==> src/core/rpc_consts.svh <==
// constants of the reset and power-down controller: register map, reset
// tables, status bits and timing; all offsets are byte addresses of the
// plain register port.
// Behaviour
// only the stop instruction puts the device into the stop state.
// stop halts the system oscillator and freezes execution at the stop.
// while stopped, memory and register contents stay untouched.
// entering stop keeps port pin states and directions as they were.
// entering stop clears the watchdog count, which then keeps counting.
// stop sets the stop-state flag and clears the watchdog time-out flag.
// watchdog oscillator keeps running while the system clock is stopped.
// watchdog oscillator is free running with a period of about 71 us.
// a configuration option disables the watchdog oscillator entirely.
// wake-up continues from preserved state without a full reset.
// every reset kind loads zero into the program counter low byte.
// reset flags: 00 power-on/pin, 1u running time-out, 11 stopped time-out.
// ports load all ones on every reset except the warm reset.
// interrupt control loads 00-0 except warm reset, which keeps it.
// timer counts kept only on warm reset; timer control loads 00-0 1. The code keeps the counts on pin and running time-out resets too.
// pointer, accumulator, table registers unknown at power-on, else kept.
// aux control loads 0000 0x00 except on warm reset.
// oscillator control cleared; warm reset clears only bit 4.
// radio control cleared; warm reset clears only the upper three bits.
// period timer cleared on every reset except the warm reset.
// table page zero at power-on; pin-run clears 4, others 5 upper bits.
// after any wake-up wait 512 system clocks before resuming.
// wake status unknown on cold resets, kept on warm; unused bits read 0.
`ifndef RPC_CONSTS_SVH
`define RPC_CONSTS_SVH

`define RPC_NREG 26
`define RPC_IDX_PCL 5'h00
`define RPC_IDX_STATUS 5'h05
`define RPC_IDX_PA 5'h0A
`define RPC_IDX_PE 5'h12
`define RPC_IDX_WSR 5'h14
`define RPC_IDX_AUX_CONTROL_REG 5'h15
`define RPC_IDX_OSCILLATOR_CONTROL 5'h16
`define RPC_IDX_PTR 5'h18
`define RPC_IDX_TABLE_HIGH_PAGE 5'h19

`define RPC_ST_TO 8'h20
`define RPC_ST_PDF 8'h10
`define RPC_RO_STATUS 8'h30
`define RPC_RO_WSR 8'hF8
`define RPC_RO_AUX_CONTROL_REG 8'h0C
`define RPC_WSR_FLAGS 8'hF8
`define RPC_TABLE_HIGH_PAGE_PIN_RUN_MASK 8'hF0
`define RPC_WARM_OSCILLATOR_CONTROL_MASK 8'h10

// tables hold one byte per register, index 25 leftmost, index 0 rightmost
`define RPC_PO_TAB {8'h00, 8'h00, 8'h00, 8'h00, 8'h00, 8'h00, 8'h0F, \
  8'h0F, 8'hFF, 8'hFF, 8'hFF, 8'hFF, 8'hFF, 8'hFF, 8'hFF, 8'hFF, \
  8'h01, 8'h00, 8'h00, 8'h00, 8'h00, 8'h00, 8'h00, 8'h00, 8'h00, 8'h00}
`define RPC_COLD_TAB {8'hF8, 8'hFF, 8'hFF, 8'hFF, 8'hFB, 8'h00, 8'h0F, \
  8'h0F, 8'hFF, 8'hFF, 8'hFF, 8'hFF, 8'hFF, 8'hFF, 8'hFF, 8'hFF, \
  8'h1B, 8'h00, 8'h00, 8'h0D, 8'h00, 8'h00, 8'h00, 8'h00, 8'h00, 8'hFF}
`define RPC_WARM_TAB {8'hF8, 8'h00, 8'hE0, 8'h10, 8'h00, 8'h00, 8'h00, \
  8'h00, 8'h00, 8'h00, 8'h00, 8'h00, 8'h00, 8'h00, 8'h00, 8'h00, \
  8'h00, 8'h00, 8'h00, 8'h00, 8'h00, 8'h00, 8'h00, 8'h00, 8'h00, 8'hFF}
`define RPC_IMPL_TAB {8'hFF, 8'hFF, 8'hFF, 8'hFF, 8'hFF, 8'hF8, 8'h0F, \
  8'h0F, 8'hFF, 8'hFF, 8'hFF, 8'hFF, 8'hFF, 8'hFF, 8'hFF, 8'hFF, \
  8'h1B, 8'hFF, 8'hFF, 8'h0D, 8'h3F, 8'h7F, 8'hFF, 8'hFF, 8'hFF, 8'hFF}

`define RPC_CLK_FREQ_MHZ 200
`define RPC_WDT_OSC_PERIOD_US 71
`define RPC_WDT_TICKS 8192
`define RPC_RESUME_CYCLES 512

`endif

==> src/core/rpc_pkg.sv <==
// types shared by the reset and power-down controller
// assumes nothing beyond a SystemVerilog compiler
package rpc_pkg;

  typedef enum logic [1:0]
  {
    RPC_RUN = 2'b00,
    RPC_STOP = 2'b01,
    RPC_WAKE = 2'b10,
    RPC_PINHOLD = 2'b11
  } rpc_state_t;

  typedef enum logic [2:0]
  {
    RPC_RK_POWER_ON = 3'b000,
    RPC_RK_WDT_RUN = 3'b001,
    RPC_RK_PIN_RUN = 3'b010,
    RPC_RK_PIN_STOP = 3'b011,
    RPC_RK_WDT_STOP = 3'b100
  } rpc_rst_kind_t;

  typedef struct packed {
    logic rd;
    logic wr;
    logic [4:0] addr;
    logic [7:0] wdata;
  } rpc_bus_req_t;

  typedef struct packed {
    logic [7:0] a_data;
    logic [7:0] a_dir;
    logic [7:0] b_data;
    logic [7:0] b_dir;
    logic [7:0] c_data;
    logic [7:0] c_dir;
    logic [7:0] d_data;
    logic [7:0] d_dir;
    logic [3:0] e_data;
    logic [3:0] e_dir;
  } rpc_ports_t;

endpackage

==> src/core/rpc_sync2.sv <==
// two flip-flop synchroniser for levels arriving from pins
// assumes slow levels; a pulse shorter than one clock can be missed
`timescale 1ns/1ps

module rpc_sync2 #(
  parameter int W = 1,
  parameter logic [W-1:0] INIT = '0
) (
  // clock and reset
  input wire logic clk,
  input wire logic rst_n,
  // asynchronous level in, synchronised level out
  input wire logic [W-1:0] async_in,
  output logic [W-1:0] sync_out
);

  logic [W-1:0] meta_q;

  always_ff @(posedge clk or negedge rst_n)
  begin
    if (!rst_n)
    begin
      meta_q <= INIT;
      sync_out <= INIT;
    end
    else
    begin
      meta_q <= async_in;
      sync_out <= meta_q;
    end
  end

endmodule

==> src/core/rpc_top.sv <==
// reset and power-down controller: reset kinds, stop state, watchdog,
// wake-up delay and the registers whose reset values depend on them.
// assumes the core gives one-cycle pulses on CLOCK; CLOCK itself runs
// free and stands for both the system clock and the watchdog oscillator.
//
// Added by the designer: the plain strobed port and the address map.
`timescale 1ns/1ps
`include "rpc_consts.svh"

module rpc_top #(
  parameter int WDT_OSC_CYCLES = `RPC_WDT_OSC_PERIOD_US * `RPC_CLK_FREQ_MHZ,
  parameter int WDT_TICKS = `RPC_WDT_TICKS
) (
  // clock and power-on reset
  input wire logic CLOCK,
  input wire logic RESET_N,
  // pins and configuration options, asynchronous
  input wire logic EXT_RESET_PIN_N,
  input wire logic WDT_ENABLE,
  // core events
  input wire logic STOP_EXEC,
  input wire logic CLR_WDT,
  input wire logic WAKE_EVENT,
  input wire logic [4:0] WAKE_FLAGS,
  // register port
  input wire rpc_pkg::rpc_bus_req_t BUS_REQ,
  output logic [7:0] RD_DATA,
  // power and reset control
  output logic SYS_OSC_RUN,
  output logic EXEC_HOLD,
  output logic CORE_RESET,
  output rpc_pkg::rpc_rst_kind_t RESET_KIND,
  // port latches
  output rpc_pkg::rpc_ports_t PORTS
);

  localparam int NREG = `RPC_NREG;
  localparam logic [NREG*8-1:0] PO_TAB = `RPC_PO_TAB;
  localparam logic [NREG*8-1:0] COLD_TAB = `RPC_COLD_TAB;
  localparam logic [NREG*8-1:0] WARM_TAB = `RPC_WARM_TAB;
  localparam logic [NREG*8-1:0] IMPL_TAB = `RPC_IMPL_TAB;
  localparam logic [15:0] DIV_LAST = 16'(WDT_OSC_CYCLES - 1);
  localparam logic [15:0] WDT_LAST = 16'(WDT_TICKS - 1);
  localparam logic [9:0] RESUME_LAST = 10'(`RPC_RESUME_CYCLES - 1);

  // next value of one register for a reset event, a write or a hw update
  function automatic logic [7:0] reg_next(
    input int idx,
    input logic [7:0] cur,
    input logic ev,
    input rpc_pkg::rpc_rst_kind_t kind,
    input logic wr,
    input logic [7:0] wd,
    input logic [7:0] hw_set,
    input logic [7:0] hw_clr
  );
    logic [7:0] cm;
    logic [7:0] ro;
    logic [7:0] nxt;
    cm = COLD_TAB[idx*8 +: 8];
    ro = 8'h00;
    nxt = cur;
    if (idx == int'(`RPC_IDX_TABLE_HIGH_PAGE) && kind == rpc_pkg::RPC_RK_PIN_RUN)
      cm = `RPC_TABLE_HIGH_PAGE_PIN_RUN_MASK;
    if (idx == int'(`RPC_IDX_STATUS))
      ro = `RPC_RO_STATUS;
    if (idx == int'(`RPC_IDX_WSR))
      ro = `RPC_RO_WSR;
    if (idx == int'(`RPC_IDX_AUX_CONTROL_REG))
      ro = `RPC_RO_AUX_CONTROL_REG;
    if (ev && kind == rpc_pkg::RPC_RK_WDT_STOP)
      nxt = cur & ~WARM_TAB[idx*8 +: 8];
    else if (ev)
      nxt = (cur & ~cm) | (PO_TAB[idx*8 +: 8] & cm);
    else if (wr)
      nxt = (cur & ro) | (wd & ~ro);
    // a hardware set wins over any clear in the same cycle
    nxt = (nxt & ~hw_clr) | hw_set;
    return nxt & IMPL_TAB[idx*8 +: 8];
  endfunction

  logic pin_low_s;
  logic wdt_en_s;
  rpc_pkg::rpc_state_t st_q;
  rpc_pkg::rpc_state_t st_d;
  rpc_pkg::rpc_rst_kind_t kind_q;
  rpc_pkg::rpc_rst_kind_t kind_d;
  logic pin_from_stop_q;
  logic pin_from_stop_d;
  logic [15:0] div_q;
  logic [15:0] div_d;
  logic [15:0] wdt_cnt_q;
  logic [15:0] wdt_cnt_d;
  logic [9:0] wake_cnt_q;
  logic [9:0] wake_cnt_d;
  logic [7:0] regs_q [NREG];
  logic [7:0] regs_d [NREG];
  logic [NREG*8-1:0] regs_flat;
  logic [7:0] rd_q;
  logic osc_run_q;
  logic hold_q;
  logic core_rst_q;

  rpc_sync2 #(
    .W(2),
    .INIT(2'b01)
  ) u_pin_sync (
    .clk(CLOCK),
    .rst_n(RESET_N),
    .async_in({~EXT_RESET_PIN_N, WDT_ENABLE}),
    .sync_out({pin_low_s, wdt_en_s})
  );

  // state decode
  wire in_run = (st_q == rpc_pkg::RPC_RUN);
  wire in_stop = (st_q == rpc_pkg::RPC_STOP);
  wire in_wake = (st_q == rpc_pkg::RPC_WAKE);
  wire in_hold = (st_q == rpc_pkg::RPC_PINHOLD);
  wire ptr_zero = (regs_q[`RPC_IDX_PTR] == 8'h00);

  // watchdog oscillator: free running divider, stopped only by the option
  wire wdt_tick = wdt_en_s && (div_q == DIV_LAST);
  wire wdt_ovf = wdt_tick && (wdt_cnt_q == WDT_LAST);

  // events, pin reset first, then watchdog, then the stop instruction
  wire pin_ev = pin_low_s && !in_hold;
  wire wdt_run_ev = !pin_ev && in_run && wdt_ovf;
  // while stopped a time-out exists only with the period timer at zero
  wire wdt_stop_ev = !pin_ev && in_stop && wdt_ovf && ptr_zero;
  wire stop_acc = in_run && STOP_EXEC && !pin_ev && !wdt_ovf;
  wire wake_acc = in_stop && WAKE_EVENT && !pin_ev && !wdt_stop_ev;
  wire rst_ev = pin_ev || wdt_run_ev || wdt_stop_ev;
  wire resume_done = in_wake && (wake_cnt_q == RESUME_LAST);

  assign kind_d = !rst_ev ? kind_q :
                  (pin_ev && in_run) ? rpc_pkg::RPC_RK_PIN_RUN :
                  pin_ev ? rpc_pkg::RPC_RK_PIN_STOP :
                  wdt_run_ev ? rpc_pkg::RPC_RK_WDT_RUN :
                  rpc_pkg::RPC_RK_WDT_STOP;
  assign pin_from_stop_d = pin_ev ? !in_run : pin_from_stop_q;

  // status flags: reset flags per kind, stop flag on stop, clear on CLR_WDT
  wire [7:0] st_set = stop_acc ? `RPC_ST_PDF :
                      wdt_run_ev ? `RPC_ST_TO :
                      wdt_stop_ev ? (`RPC_ST_TO | `RPC_ST_PDF) :
                      8'h00;
  wire [7:0] st_clr = stop_acc ? `RPC_ST_TO :
                      pin_ev ? (`RPC_ST_TO | `RPC_ST_PDF) :
                      CLR_WDT ? `RPC_ST_PDF :
                      8'h00;
  wire [7:0] wsr_set = wake_acc ? {WAKE_FLAGS, 3'b000} : 8'h00;
  wire [7:0] wsr_clr = wake_acc ? `RPC_WSR_FLAGS : 8'h00;
  // software may write only while the program runs
  wire bus_wr = BUS_REQ.wr && in_run;
  wire addr_ok = (BUS_REQ.addr < 5'(NREG));

  always_comb
  begin
    st_d = st_q;
    unique case (st_q)
      rpc_pkg::RPC_RUN:
      begin
        if (pin_ev)
          st_d = rpc_pkg::RPC_PINHOLD;
        else if (stop_acc)
          st_d = rpc_pkg::RPC_STOP;
      end
      rpc_pkg::RPC_STOP:
      begin
        if (pin_ev)
          st_d = rpc_pkg::RPC_PINHOLD;
        else if (wdt_stop_ev || wake_acc)
          st_d = rpc_pkg::RPC_WAKE;
      end
      rpc_pkg::RPC_WAKE:
      begin
        if (pin_ev)
          st_d = rpc_pkg::RPC_PINHOLD;
        else if (resume_done)
          st_d = rpc_pkg::RPC_RUN;
      end
      rpc_pkg::RPC_PINHOLD:
      begin
        if (!pin_low_s)
          st_d = pin_from_stop_q ? rpc_pkg::RPC_WAKE : rpc_pkg::RPC_RUN;
      end
    endcase
  end

  // the divider never stops for the stop state, only for the option
  assign div_d = (!wdt_en_s || wdt_tick) ? 16'h0000 : div_q + 16'h0001;
  assign wdt_cnt_d = (stop_acc || CLR_WDT || rst_ev || in_hold) ? 16'h0000 :
                     wdt_ovf ? 16'h0000 :
                     wdt_tick ? wdt_cnt_q + 16'h0001 :
                     wdt_cnt_q;
  assign wake_cnt_d = in_wake ? wake_cnt_q + 10'h001 : 10'h000;

  always_ff @(posedge CLOCK or negedge RESET_N)
  begin
    if (!RESET_N)
    begin
      st_q <= rpc_pkg::RPC_RUN;
      kind_q <= rpc_pkg::RPC_RK_POWER_ON;
      pin_from_stop_q <= 1'b0;
      div_q <= 16'h0000;
      wdt_cnt_q <= 16'h0000;
      wake_cnt_q <= 10'h000;
    end
    else
    begin
      st_q <= st_d;
      kind_q <= kind_d;
      pin_from_stop_q <= pin_from_stop_d;
      div_q <= div_d;
      wdt_cnt_q <= wdt_cnt_d;
      wake_cnt_q <= wake_cnt_d;
    end
  end

  // one generate entry per register, all with the same update function
  genvar gi;
  generate
    for (gi = 0; gi < NREG; gi++)
    begin : g_reg
      wire [7:0] hw_set = (gi == int'(`RPC_IDX_STATUS)) ? st_set :
                          (gi == int'(`RPC_IDX_WSR)) ? wsr_set : 8'h00;
      wire [7:0] hw_clr = (gi == int'(`RPC_IDX_STATUS)) ? st_clr :
                          (gi == int'(`RPC_IDX_WSR)) ? wsr_clr : 8'h00;
      wire wr_hit = bus_wr && (BUS_REQ.addr == 5'(gi));
      assign regs_d[gi] = reg_next(gi, regs_q[gi], rst_ev, kind_d, wr_hit,
                                   BUS_REQ.wdata, hw_set, hw_clr);
      assign regs_flat[gi*8 +: 8] = regs_q[gi];
      always_ff @(posedge CLOCK or negedge RESET_N)
      begin
        if (!RESET_N)
          regs_q[gi] <= PO_TAB[gi*8 +: 8];
        else
          regs_q[gi] <= regs_d[gi];
      end
    end
  endgenerate

  // outputs come from flip-flops; unmapped reads answer zero
  wire [7:0] rd_d = (BUS_REQ.rd && addr_ok) ? regs_q[BUS_REQ.addr] : 8'h00;

  always_ff @(posedge CLOCK or negedge RESET_N)
  begin
    if (!RESET_N)
    begin
      rd_q <= 8'h00;
      osc_run_q <= 1'b1;
      hold_q <= 1'b0;
      core_rst_q <= 1'b0;
    end
    else
    begin
      rd_q <= rd_d;
      osc_run_q <= (st_d != rpc_pkg::RPC_STOP);
      hold_q <= (st_d != rpc_pkg::RPC_RUN);
      core_rst_q <= rst_ev || (st_d == rpc_pkg::RPC_PINHOLD);
    end
  end

  assign RD_DATA = rd_q;
  assign SYS_OSC_RUN = osc_run_q;
  assign EXEC_HOLD = hold_q;
  assign CORE_RESET = core_rst_q;
  assign RESET_KIND = kind_q;
  // port latches drive the pins directly, so they hold through stop
  assign PORTS = {regs_q[10], regs_q[11], regs_q[12], regs_q[13],
                  regs_q[14], regs_q[15], regs_q[16], regs_q[17],
                  regs_q[18][3:0], regs_q[19][3:0]};
endmodule

==> config.mk <==
export PLATFORM = sky130hd
export DESIGN_NAME = rpc_top
export DESIGN_NICKNAME = d
export VERILOG_FILES = /design/src/core/rpc_pkg.sv /design/src/core/rpc_sync2.sv /design/src/core/rpc_top.sv
export VERILOG_INCLUDE_DIRS = /design/src /design/src/core
export SDC_FILE = /design/constraint.sdc
export NUM_CORES = 1
export LEC_CHECK = 0
export ABC_AREA = 1
export BUFFER_PORTS_ARGS = -buffer_cell sky130_fd_sc_hd__buf_2
export CORE_MARGIN = 4
export CORE_UTILIZATION = 50
export DETAILED_ROUTE_END_ITERATION = 8
export GPL_ROUTABILITY_DRIVEN = 0
export MAX_ROUTING_LAYER = met4
export PLACE_DENSITY = 0.72
export SLEW_MARGIN = 20
export SYNTH_ARGS = -nofsm -noshare
export SYNTH_HDL_FRONTEND = slang
export SYNTH_SLANG_ARGS = --single-unit
==> constraint.sdc <==
create_clock -name CLOCK -period 1.91 [get_ports CLOCK]
set_input_delay 0.0955 -clock CLOCK [delete_from_list [all_inputs] [get_ports CLOCK]]
set_output_delay 0.0955 -clock CLOCK [all_outputs]
set_load 0.01 [all_outputs]
### Word level (Yosys, flattened, before mapping)

Index checks and enable logic that the tools add are counted.
Widths: inputs -> output; s select.

| cells by class | value |
|---|---|
| add/sub/neg operators | 3 |
| $lt $le $gt $ge | 2 |
| equality and inequality tests | 35 |
| muxes and demuxes | 77 |
| bitwise logic cells | 15 |
| reduce and logical (&&, ||, !) cells | 109 |

Operators by type and width:

| kind | number |
|---|---|
| $mux 8 | 39 |
| $mux 16 | 4 |
| $eq 5x5->1 const B | 10 |
| $mux 6 | 8 |
| $logic_and 1x1->1 | 45 |
| $bmux 8 s5 | 1 |
| $eq 5x4->1 const B | 8 |
| $reduce_bool 2->1 | 18 |
| $reduce_and 2->1 | 17 |
| $add 16x1->16 const B | 2 |
| $mux 4 | 7 |
| $reduce_and 3->1 | 7 |
| $eq 5x3->1 const B | 4 |
| $mux 5 | 4 |
| $and 8x8->8 | 2 |
| $eq 16x13->1 const B | 1 |
| $eq 16x14->1 const B | 1 |
| $mux 2 | 8 |
| $not 8->8 | 2 |
| $reduce_bool 3->1 | 5 |
| $mux 3 | 4 |
| $add 10x1->10 const B | 1 |
| $eq 10x9->1 const B | 1 |
| $eq 5x2->1 const B | 2 |
| other kinds (24) | 40 |

| storage, ports and cells | value |
|---|---|
| flip-flop bits (word level) | 248 |
| word-level logic and storage cells | 283 |

### Logic depth before layout (Yosys ltp)

| depth | value |
|---|---|
| depth in word-level cells | 16 |
| gate-level depth with buffers | 15 |
| depth with buffers taken out | 14 |

### Hierarchy

A second synthesis with hierarchy kept.

| unflattened totals | value |
|---|---|
| cell total of the unflattened synthesis | 1440 |
| area total of the unflattened synthesis | 12309.3 um^2 |

By module, submodules not included:

| module | times used | cells an instance | area an instance (um^2) | sequential area each (um^2) |
|---|---|---|---|---|
| rpc_top | 1 | 1436 | 12206.7 | 6148.4 |
| rpc_sync2 | 1 | 4 | 102.6 | 102.6 |

### Least setup slack after synthesis

OpenSTA, ideal clock, no wires.

| timing path | value |
|---|---|
| kind | register -> register |
| start point | register wdt_cnt_q[0] |
| end point | register wdt_cnt_q[14] |
| library setup time | 0.118 ns |
| arrival time | 1.830 ns |
| required time | 1.792 ns |
| setup slack | -0.038 ns |
| stages on the path, launching flop included | 13 |
| buffers on the path | 2 |
| path through | dfrtp_1 ha_1 nand3_2 nor2_4 nand3_2 nor2_4 o21ai_4 nand2_8 buf_6 nor2_1 buf_4 nand3b_1 nand2_1 |

| between the ends | value |
|---|---|
| cells in the longest elaborated chain, start to end | 8 |

RTL lines:

| item | line | text |
|---|---|---|
| start, declared | rpc_top.sv:92 | `logic [15:0] wdt_cnt_q;` |
| start signal, assigned | rpc_top.sv:215 | `wdt_cnt_q <= wdt_cnt_d;` |
| branches (longest 8 deep; another with $add 16x1->16) | - |  |

Several ways; the timed one is not identified. The select of a mux whose other input is x is not followed.
A chain may end at the register's enable or synchronous reset.

### Worst setup path in the final report

| timing path | value |
|---|---|
| start point | register div_q[0] |
| end point | register regs_q, in the netlist PORTS[66] |

| between the ends | value |
|---|---|
| cells in the longest elaborated chain, start to end | 12 |

RTL lines:

| item | line | text |
|---|---|---|
| start, declared | rpc_top.sv:90 | `logic [15:0] div_q;` |
| start signal, assigned | rpc_top.sv:214 | `div_q <= div_d;` |
| $eq 16x14->1 * | rpc_top.sv:122 | `wire wdt_tick = wdt_en_s && (div_q == DIV_LAST);` |
| $logic_and 1x1->1 * | rpc_top.sv:122 |  |
| $logic_and 1x1->1 * | rpc_top.sv:123 | `wire wdt_ovf = wdt_tick && (wdt_cnt_q == WDT_LAST);` |
| $logic_and 1x1->1 | rpc_top.sv:127 | `wire wdt_run_ev = !pin_ev && in_run && wdt_ovf;` |
| $mux 3 | rpc_top.sv:138 | `wdt_run_ev ? rpc_pkg::RPC_RK_WDT_RUN :` |
| $mux 3 | rpc_top.sv:137 | `pin_ev ? rpc_pkg::RPC_RK_PIN_STOP :` |
| $mux 3 | rpc_top.sv:136 | `(pin_ev && in_run) ? rpc_pkg::RPC_RK_PIN_RUN :` |
| $mux 3 | rpc_top.sv:135 | `assign kind_d = !rst_ev ? kind_q :` |
| $eq 3x3->1 | rpc_top.sv:71 | `if (ev && kind == rpc_pkg::RPC_RK_WDT_STOP)` |
| $logic_and 1x1->1 | rpc_top.sv:71 |  |
| $not 1->1 (no source line) | - |  |
| $reduce_and 2->1 (no source line) | - |  |
| end signal, assigned by index | rpc_top.sv:236 | `regs_q[gi] <= PO_TAB[gi*8 +: 8];` |
| end signal, assigned by index | rpc_top.sv:238 | `regs_q[gi] <= regs_d[gi];` |
| end, declared | rpc_top.sv:96 | `logic [7:0] regs_q [NREG];` |

Every way passes the cells marked *; elsewhere a longest branch is shown, timed or not.

==> metrics.md <==
| Metric | Value |
|---|---|
| Die footprint | around 27000 um2 |
| Final Max Tran Viols | 0 |
| Starting Density | between 50% and 60% |
| Via count | about 11k |
| Worst-Margin Slew | 585.0 ps |
| Type of the most critical hold path | primary input to flip-flop |
| GRT Total Usage | 27.19% |
| Max_cap viols | 0 |
| Worst Hold Path Cells | 3 |
| Vias per Instance | 5.675 |
| First-pass GRT wire length | around 57000 um |
| # clock sinks | between 200 and 250 |
| Synth top area cells | dfrtp_1 34%, dfstp_2 16%, nand2_1 10% |
| Outcome | finished with violations |
| Peak VDD IR | 0.9024 mV |
| Synth unique cells | ~50 |
| WS Path Type | flip-flop to flip-flop |
| Pwr/cell area | approximately 1300 nW/um2 |
| Worst min-delay path endpoint | RD_DATA[5] |
| Fmax | roughly 480 MHz |
| Seq cells post-synth | roughly 250 |
| Share of cells above drive strength 1 | between 30% and 40% |
| Final Cycle Share | 108.2% |
| Fillcell total | around 1.9k |
| Failing checks | negative setup slack |
| Num CTS Buffers | 26 |
| Synth cell count leaders | 329 x nand2_1, 170 x dfrtp_1, 160 x inv_1 |
| Post-Route Skew | about 18 ps |
| H-Tree Depth | 1 |
| Rows | 57 |
| Reg2reg start | div_q[0] |
| Port Buffers | ~110 |
| Chip width | between 150 and 200 um |
| Initial antenna violation count | 0 |
| Clock Path Buffers | 3 |
| Top_reg_cell synth | dfrtp_1 |
| Ys async rst share | 100.0% |
| DRT Pass-1 Iters | 5 |
| Syn nets | ~1.5k |
| Post-DP HPWL | approximately 25000 um |
| Final net count | 1696 |
| TritonCTS clock tree | done |
| Worst-path clk slew | ~70 ps |
| Worst Slack Setup Final | -156.5 ps |
| Gr ovfl total | 0 |
| Leak Pwr | 7.405 nW |
| RSZ-0062 raised after global routing | yes |
| Critical Path AT | about 2500 ps |
| Top-count cell post-synth | nand2_1 |
| I/O pin count | between 100 and 150 |
| Die H | approximately 170 um |
| Synth area leader | dfrtp_1 |
| Post-synthesis cell count | ~1.4k |
| Placement Setup Slack | -269.6 ps |
| Worst Reg-to-Reg Cells | 14 |
| Hold Crit Start | BUS_REQ[12] |
| Post-synthesis sequential area ratio | 50.56% |
| Crit Path Max Fanout | 8 |
| Clk Latency, worst-skew pair | around 540 ps |
| Critical Path RT | between 2000 and 2500 ps |
| Antenna viol nets, final | 0 |
| Vias in the first global route | roughly 11k |
| Synth top area share | between 30 and 40% |
| Syn Area/Cell | between 8 and 9 um2 |
| Power Total | roughly 21 mW |
| Crit end category | flip-flop |
| Antenna cells | 0 |
| Number of synthesized flops with an enable pin | 0 |
| CP startpoint kind | flip-flop |
| Root Driver | clkbuf_16 |
| Detailed Route Iter0 Violations | 1561 |
| Area added between synthesis and finish | 30.06% |
| Reg2reg setup slack | -160 ps |
| Min cycle time layout | slightly above 2000 ps |
| Synth warnings | 0 |
| Routed wire length | about 38000 um |
| Setup violations, final | roughly 180 |
| Slew headroom | around three fifths |
| Reg2reg end | PORTS[66] |
| Hold Fails Final Rpt | 0 |
| Mapped Area | between 10000 and 15000 um2 |
| Routed wire length per instance | about 19 um |
| Pin count of the biggest net entering global routing | 59 |
| Drc violations | 0 |
| Core area | roughly 24000 um2 |
cells in the final DEF (no fill, tap or decap), types with 57 or more instances in the layout:
cell       n
o21ai_0   85
nand2_1  256
buf_2    111
nand2_2   62
buf_4    124
o21ai_1   57
dfrtp_1  170
nor2_1    81
dfstp_2   76
inv_1    156
worst max-delay path, cell delays in order (launching register included):
cell,delay [ps]
dfrtp_1,390
ha_2,200
nand2_2,70
inv_2,40
nand2_2,60
nor2_2,40
nand3_2,80
nor2_4,60
o21ai_4,90
nand2_8,150
nor3_4,300
nand2_2,160
buf_4,170
nor2_1,140
nor2_1,80
where the power goes:
| group | internal, mW | total [mW] | switching (mW) |
|---|---|---|---|
| sequential | 7.13 | 8.07 | 0.940 |
| clock | 3.04 | 5.17 | 2.13 |
| combinational | 2.90 | 7.46 | 4.56 |
| total | 13.1 | 20.7 | 7.63 |
per-layer routing:
metal	global-route usage, %	wire (um)	vias to the layer above
li1	-	-	5160
met1	38.33	15690	5457
met2	40.59	17360	661
met3	4.095	3678	129
met4	9.225	1614	0
met5	-	0	-
through the flow:
step / util, % / cells / hold slack [ps] / area (um2) / TNS [ps]
finish: 66.12 / 2010 / 35.22 / 16080 / -12130
global route: 66.12 / 2010 / 25.88 / 16080 / -34940
CTS: 62.98 / 1991 / 4.795 / 15320 / -6634
detailed placement: 56.56 / 1907 / 13.98 / 13750 / -21630
global placement: 56.56 / 1907 / 13.22 / 13750 / -14800
floorplan: - / 1448 / -200.1 / 12380 / -8.457
state kept, by name (all words and copies together) (netlist names):
signal	count
RESET_KIND	3
CORE_RESET	1
u_pin_sync.sync_out	2
RD_DATA	8
wdt_cnt_q	16
PORTS	72
u_pin_sync.meta_q	2
SYS_OSC_RUN	1
st_q	2
pin_from_stop_q	1
div_q	16
regs_flat	111
wake_cnt_q	10
EXEC_HOLD	1
kinds of logic after synthesis:
| logic type | synth area share (%) |
|---|---|
| simple gates | 20.02 |
| flops | 50.56 |
| fa+ha+maj | 0.3036 |
| buf+inv | 11.94 |
| xor+xnor | 1.063 |
| compound gates | 16.11 |
how the worst max path moves through the flow:
stage,start,endpoint
finish,div_q[0],PORTS[66]
global route,div_q[0],PORTS[66]
CTS,div_q[0],wdt_cnt_q[0]
detailed placement,div_q[1],PORTS[45]
global placement,div_q[1],PORTS[45]
floorplan,div_q[0],regs_flat[188]
repair_timing:
action / CTS / global route
endpoints found under the hold margin: 233 / 0
gates cloned: 9 / 6
resized for setup: 102 / 181
setup endpoints to repair: 186 / 208
buffers inserted: 9 / 13
hold buffers: 18 / 0
pin swaps: 19 / 34
cell type report:
type                       count  area [um2]  share of cell area, %
sequential                   246        6251                  38.88
multi-input combinational    929        5628                  35.00
timing repair buffer         291        2251                  14.00
clock buffer                  36       759.5                  4.723
inverter                     171       664.4                  4.132
tap                          324       405.4                  2.521
clock inverter                12       112.6                 0.7003
timing repair inverter         1       7.507                0.04669
Note: power is estimated with default switching activity, not from simulation.
